--- config.mk ---
export PLATFORM = sky130hd
export DESIGN_NAME = rdsm_shift_mem
export DESIGN_NICKNAME = d
export VERILOG_FILES = /design/src/verilog/rdsm_pkg.sv /design/src/verilog/rdsm_buf2.sv /design/src/verilog/rdsm_shift_mem.sv
export SDC_FILE = /design/constraint.sdc
export NUM_CORES = 1
export LEC_CHECK = 0
export BUFFER_PORTS_ARGS = -buffer_cell sky130_fd_sc_hd__buf_2
export CORE_ASPECT_RATIO = 1.2
export CORE_MARGIN = 2
export CORE_UTILIZATION = 69
export CTS_BUF_LIST = sky130_fd_sc_hd__clkbuf_2
export DETAILED_ROUTE_END_ITERATION = 10
export PLACE_DENSITY = 0.84
export SKIP_LAST_GASP = 1
export SYNTH_ARGS = -nofsm -noshare
export SYNTH_HDL_FRONTEND = slang
export SYNTH_HIERARCHICAL = 1
export SYNTH_SLANG_ARGS = --single-unit
--- constraint.sdc ---
create_clock -name clock -period 10.8 [get_ports clock]
set_clock_uncertainty 0.05 [all_clocks]
set_input_delay 2.16 -clock clock [delete_from_list [all_inputs] [get_ports clock]]
set_output_delay 2.16 -clock clock [all_outputs]
set_load 0.01 [all_outputs]
--- src/verilog/rdsm_pkg.sv ---
package rdsm_pkg;
   // ****************************************
   // lengths and modes
   // ****************************************
   localparam int LEN_SHORT = 512;
   localparam int LEN_LONG  = 1024;

   typedef enum logic [1:0]
   {
      MODE_RECIRC_QUIET = 2'b00,
      MODE_RECIRC_SHOW  = 2'b01,
      MODE_WRITE        = 2'b10,
      MODE_READ         = 2'b11
   } rdsm_mode_t;

   typedef struct packed
   {
      logic writeCtl;
      logic readCtl;
      logic dataIn;
   } rdsm_ctl_t;

   localparam logic DOUT_RESET = 1'b0;
endpackage

--- src/verilog/rdsm_buf2.sv ---
`timescale 1ns/1ps
`default_nettype none
module rdsm_buf2 #(
   parameter int WIDTH = 1
)(
   input  wire logic             clock,
   input  wire logic             rst,
   input  wire logic [WIDTH-1:0] inData,
   input  wire logic             inValid,
   output logic                  inReady,
   output logic [WIDTH-1:0]      outData,
   output logic                  outValid,
   input  wire logic             outReady
);
   import rdsm_pkg::*;

   // ****************************************
   // two-entry skid buffer
   // ****************************************
   logic [WIDTH-1:0] mem [0:1];
   logic             wrPtr;
   logic             rdPtr;
   logic [1:0]       count;
   logic [1:0]       next_count;
   logic             push;
   logic             pop;

   if (WIDTH < 1)
   begin
      $error("rdsm_buf2: WIDTH must be at least 1");
   end

   assign push       = inValid && inReady;
   assign pop        = outValid && outReady;
   assign next_count = count + {1'b0, push} - {1'b0, pop};
   assign outData    = mem[rdPtr];

   always_ff @(posedge clock)
   begin
      if (push)
      begin
         mem[wrPtr] <= inData;
      end
   end

   always_ff @(posedge clock or posedge rst)
   begin
      if (rst)
      begin
         wrPtr    <= 1'b0;
         rdPtr    <= 1'b0;
         count    <= 2'h0;
         inReady  <= 1'b1;
         outValid <= 1'b0;
      end
      else
      begin
         if (push)
         begin
            wrPtr <= ~wrPtr;
         end
         if (pop)
         begin
            rdPtr <= ~rdPtr;
         end
         count <= next_count;
         // flags registered from the next count: ready pin comes from a flop
         inReady  <= (next_count != 2'h2);
         outValid <= (next_count != 2'h0);
      end
   end
endmodule
`default_nettype wire

--- src/verilog/rdsm_shift_mem.sv ---
`timescale 1ns/1ps
`default_nettype none
// Function
// write low read low: recirculate, output low
// write low read high: recirculate, output data
// write high read low: load input, output low
// both high: read mode, output data
// one serial loop, 512 or 1024 bits
// host keeps shifting; dynamic storage decays; the loop flops here hold their bits between steps
// one accepted step advances one position
module rdsm_shift_mem #(
   parameter int LENGTH = rdsm_pkg::LEN_SHORT
)(
   input  wire logic                clock,
   input  wire logic                rst,
   input  wire rdsm_pkg::rdsm_ctl_t stepCtl,
   input  wire logic                stepValid,
   output logic                     stepReady,
   output logic                     dataOut,
   output logic                     dataOutValid,
   input  wire logic                dataOutReady
);
   import rdsm_pkg::*;

   // ****************************************
   // parameter check
   // ****************************************
   // only the two loop lengths exist; anything else is refused
   if (LENGTH != LEN_SHORT && LENGTH != LEN_LONG)
   begin
      $error("rdsm_shift_mem: LENGTH must be 512 or 1024");
   end

   // ****************************************
   // output stage states
   // ****************************************
   typedef enum logic
   {
      OUT_EMPTY = 1'b0,
      OUT_FULL  = 1'b1
   } rdsm_out_state_t;

   // ****************************************
   // signals
   // ****************************************
   rdsm_ctl_t       bufCtl;
   logic            bufValid;
   logic            bufReady;
   logic            outBufReady;
   rdsm_mode_t      mode;
   logic            step;
   logic            tapBit;
   logic            next_bit;
   logic            next_out;
   rdsm_out_state_t outState;
   rdsm_out_state_t next_outState;

   // ****************************************
   // input buffer
   // ****************************************
   // the buffer absorbs a stalled receiver so no step is lost
   rdsm_buf2 #(
      .WIDTH ($bits(rdsm_ctl_t))
   ) u_inBuf (
      .clock    (clock),
      .rst      (rst),
      .inData   (stepCtl),
      .inValid  (stepValid),
      .inReady  (stepReady),
      .outData  (bufCtl),
      .outValid (bufValid),
      .outReady (bufReady)
   );

   // ****************************************
   // step handshake
   // ****************************************
   assign mode = rdsm_mode_t'({bufCtl.writeCtl, bufCtl.readCtl});
   // a step only happens when the output side can take the bit
   assign step     = bufValid && outBufReady;
   assign bufReady = outBufReady;
   // output free now, or its bit leaves at this edge
   assign outBufReady = !dataOutValid || dataOutReady;

   // ****************************************
   // mode decode
   // ****************************************
   // write with read low loads the input into the loop, read picks what is shown
   always_comb
   begin
      next_bit = tapBit;
      next_out = 1'b0;
      case (mode)
         MODE_RECIRC_QUIET:
         begin
            next_bit = tapBit;
            next_out = 1'b0;
         end

         MODE_RECIRC_SHOW:
         begin
            next_bit = tapBit;
            next_out = tapBit;
         end

         MODE_WRITE:
         begin
            next_bit = bufCtl.dataIn;
            next_out = 1'b0;
         end

         MODE_READ:
         begin
            next_bit = tapBit;
            next_out = tapBit;
         end

         default:
         begin
            next_bit = tapBit;
            next_out = 1'b0;
         end
      endcase
   end

   // ****************************************
   // serial loop
   // ****************************************
   // no reset on the loop: contents are undefined until written,
   // so a host writes one full lap before it reads
   logic [LENGTH-1:0] loop;

   assign tapBit = loop[LENGTH-1];

   // entry cell takes the recirculated or the written bit
   always_ff @(posedge clock)
   begin
      if (step)
      begin
         loop[0] <= next_bit;
      end
   end

   // every further cell copies its neighbour on a step
   for (genvar p = 1; p < LENGTH; p++)
   begin : g_cell
      always_ff @(posedge clock)
      begin
         if (step)
         begin
            loop[p] <= loop[p-1];
         end
      end
   end

   // ****************************************
   // output state
   // ****************************************
   // full until the receiver takes the bit and no new step refills it
   always_comb
   begin
      next_outState = outState;
      case (outState)
         OUT_EMPTY:
         begin
            if (step)
            begin
               next_outState = OUT_FULL;
            end
         end
         OUT_FULL:
         begin
            if (!step && dataOutReady)
            begin
               next_outState = OUT_EMPTY;
            end
         end
         default:
         begin
            next_outState = OUT_EMPTY;
         end
      endcase
   end

   always_ff @(posedge clock or posedge rst)
   begin
      if (rst)
      begin
         outState <= OUT_EMPTY;
      end
      else
      begin
         outState <= next_outState;
      end
   end

   // ****************************************
   // output registers
   // ****************************************
   // loaded only on a step, so a stalled bit stands
   always_ff @(posedge clock or posedge rst)
   begin
      if (rst)
      begin
         dataOut <= DOUT_RESET;
      end
      else if (step)
      begin
         dataOut <= next_out;
      end
   end

   // own flop so the pin comes straight from a register
   always_ff @(posedge clock or posedge rst)
   begin
      if (rst)
      begin
         dataOutValid <= 1'b0;
      end
      else
      begin
         dataOutValid <= (next_outState == OUT_FULL);
      end
   end
endmodule
`default_nettype wire

==> metrics.cfg <==
[pwr]
power_density_mw_per_mm2 = 226
clkPwrFrac_pct = 29.6
total_power_mw = 3.96
power_frac_comb_pct = 7.3
p_leak_nw = 4.62
intPower_mw = 2.97
peakVddDrop_v = 0.000235
pwr-share-seq_pct = 63.1
p_sw_mw = 0.986
swShare_pct = 24.9

[critical_path]
crit_type = input port to register
path_buf_inv = 2
crit_path_max_fanout = 228
endpoint_kind = register
cp_data_arrival_time_ns = 4.33
start_kind = input port
cp_slowest_cell = buf_12
cpPeakStageDelay_ns = 0.87
crit_chain = buf_2 -> nand2b_4 -> and2_4 -> buf_12
required_ns = 11.22
crit_family = simple AND/OR/NAND/NOR gates

[yosys]
ys_async_sr_fraction_pct = 1.52
netlist_area_sq_mm = 0.0160
synth_ff_type = edfxtp_1
syn_area_per_cell_sq_um = 28.9
synthDistinctLibCells = 23
ys_ff_latch = 526
yosysSeqAreaShare_pct = 98.7
ys_top_cells_by_area = edfxtp_1 (97%), dfrtp_1 (1.1%), mux2_1 (0.21%), dfstp_2 (0.16%), xnor2_1 (0.11%)
ys_warn_count = 6
synth_edf_count = 518
synthesis.nets = 561
synth_top_area_share_pct = 97.4
synth_largest_area_cell = edfxtp_1
syn-instance-count = 553

[floorplanning]
fp.dieArea_sq_mm = 0.0244
die_h_um = 171
dieWidth_um = 143
io_pins = 10
rows = 61
core-area_sq_mm = 0.0230
start_util_pct = 69.5

[global_routing]
globalRouteOverflowTotal = 0
grt_pass1_vias = 5568
globalRouteTotalUtil_pct = 16.4
grt_max_degree = 229
grt_pass1_wl_mm = 29.4
antenna_found_initial = 1

[final_layout]
layout_common_cells = edfxtp_1 (518), clkbuf_2 (152), clkinv_1 (32)
fin_cells = 1084
final_cell_area_sq_mm = 0.0175
synthToLayoutAreaGrowth_pct = 9.63
nets = 685
layout-drive-gt1-share_pct = 24.7
final_common_cell = edfxtp_1
fin_util_pct = 76.2

[drt]
routedWlPerCell_um = 17.4
route.vias.total = 5542
drtIter0Drc = 493
dr.pass1.iters = 5
wirelength_mm = 18.8
routed_via_density = 5.11
detail-route-antenna-nets = 0
drc = 0

[timing]
maxSlewViolCount = 0
period_minus_slack_ns = 3.90
slew_headroom_pct = 25.4
fmax_mhz = 256
setup-tns-final_ns = 0
fin_crit_sh_pct = 36.1
setup_viol = 0
worstMarginPinSlew_ns = 1.12
rsz0062_at_grt = no
hold_violations = 0

[hold_path]
hold_class = register to register

[place]
portBuffers = 9
gp_congestion = 0.745
dp.cells = 879
hpwl_mm = 7.32
place_area_sq_mm = 0.0164

[clocking]
numCtsBuffers = 111
cts_tree = built
htree_levels = 3
insertion_delay_ns = 0.93
cts.reportedPaths.clkPinSlew_ns = 0.18
root_buffer = clkbuf_2
cts_max_path_buffers = 3
ctsResizeCount = 0
cts.sinks = 526
cts_setup_buffers = 0
holdBufCountCts = 0

[flow_run]
cap_viol_max_count = 0

[run_status]
status = finished, final reports clean

[flip-flops by register name, indices dropped and copies added, names as in the netlist]
signal and count:
u_inBuf/rdPtr 1, loop 511, u_inBuf/wrPtr 1, dataOut 1, u_inBuf/outValid 1, u_inBuf/mem 6
tapBit 1, dataOutValid 1, u_inBuf/inReady 1, u_inBuf/count 2
[worst paths after layout]
| kind | startpoint | to | slack (ns) | cells past startpoint |
|---|---|---|---|---|
| max | dataOutReady | loop[368]$_DFFE_PP_ | 6.90 | 4 |
| min | loop[497]$_DFFE_PP_ | loop[498]$_DFFE_PP_ | 0.32 | 0 |
| max reg2reg | dataOutValid$_DFF_PP0_ | loop[368]$_DFFE_PP_ | 7.83 | 3 |
| min reg2reg | loop[497]$_DFFE_PP_ | loop[498]$_DFFE_PP_ | 0.32 | 0 |
| max in group asynchronous | rst | u_inBuf/inReady$_DFF_PP1_ | 9.32 | 2 |
| min in group asynchronous | rst | dataOutValid$_DFF_PP0_ | 1.07 | 2 |
[synthesized netlist by cell type, types with 2 or more instances]
cell and number:
edfxtp_1 518, nand4_1 2, dfrtp_1 7, xor2_1 2, inv_1 3, xnor2_1 2
mux2_1 3
[cells by family after synthesis]
logic type,count (synthesis),share of synthesized area [%]
AOI/OAI and AO/OA,3,0.157
xor gates and xnor gates,4,0.219
adders and majority gates,1,0.0783
buffers and inverters,3,0.0705
DFF,526,98.7
muxes,4,0.306
and+or+nand+nor,12,0.509
[routing by layer]
metal  track usage (%)  wire [um]  up-vias
met5                 0          0        -
met4              7.75        276        0
met3              5.09       1060       23
met2              20.4       8060      149
met1              27.2       9440     2800
li1                  -          -     2570
[layout make-up]
cell class / count / area, sq um
Inverter: 3 / 11.3
Multi-Input combinational cell: 24 / 203
Timing Repair Buffer: 11 / 85.1
Clock inverter: 52 / 295
Sequential cell: 526 / 15800
Tap cell: 315 / 394
Clock buffer: 152 / 761
Fill cell: 1176 / 5470
Antenna cell: 1 / 2.50
[power by group through the flow]
stage	Combinational [mW]	Sequential, mW	Clock [mW]
2_1_floorplan	0.215	2.60	0
3_3_place_gp	0.273	2.54	0
3_5_place_dp	0.296	2.54	0
4_1_cts	0.289	2.50	1.23
5_1_grt	0.323	2.51	1.32
6_report	0.289	2.50	1.17
[stage by stage]
stage	hold WS, ns	worst slack, ns
finish	0.323	6.90
global route	0.335	6.85
CTS	0.324	6.88
detailed placement	0.355	6.08
global placement	0.353	6.22
floorplan	0.350	4.44
Note: power is estimated with default switching activity, not from simulation.
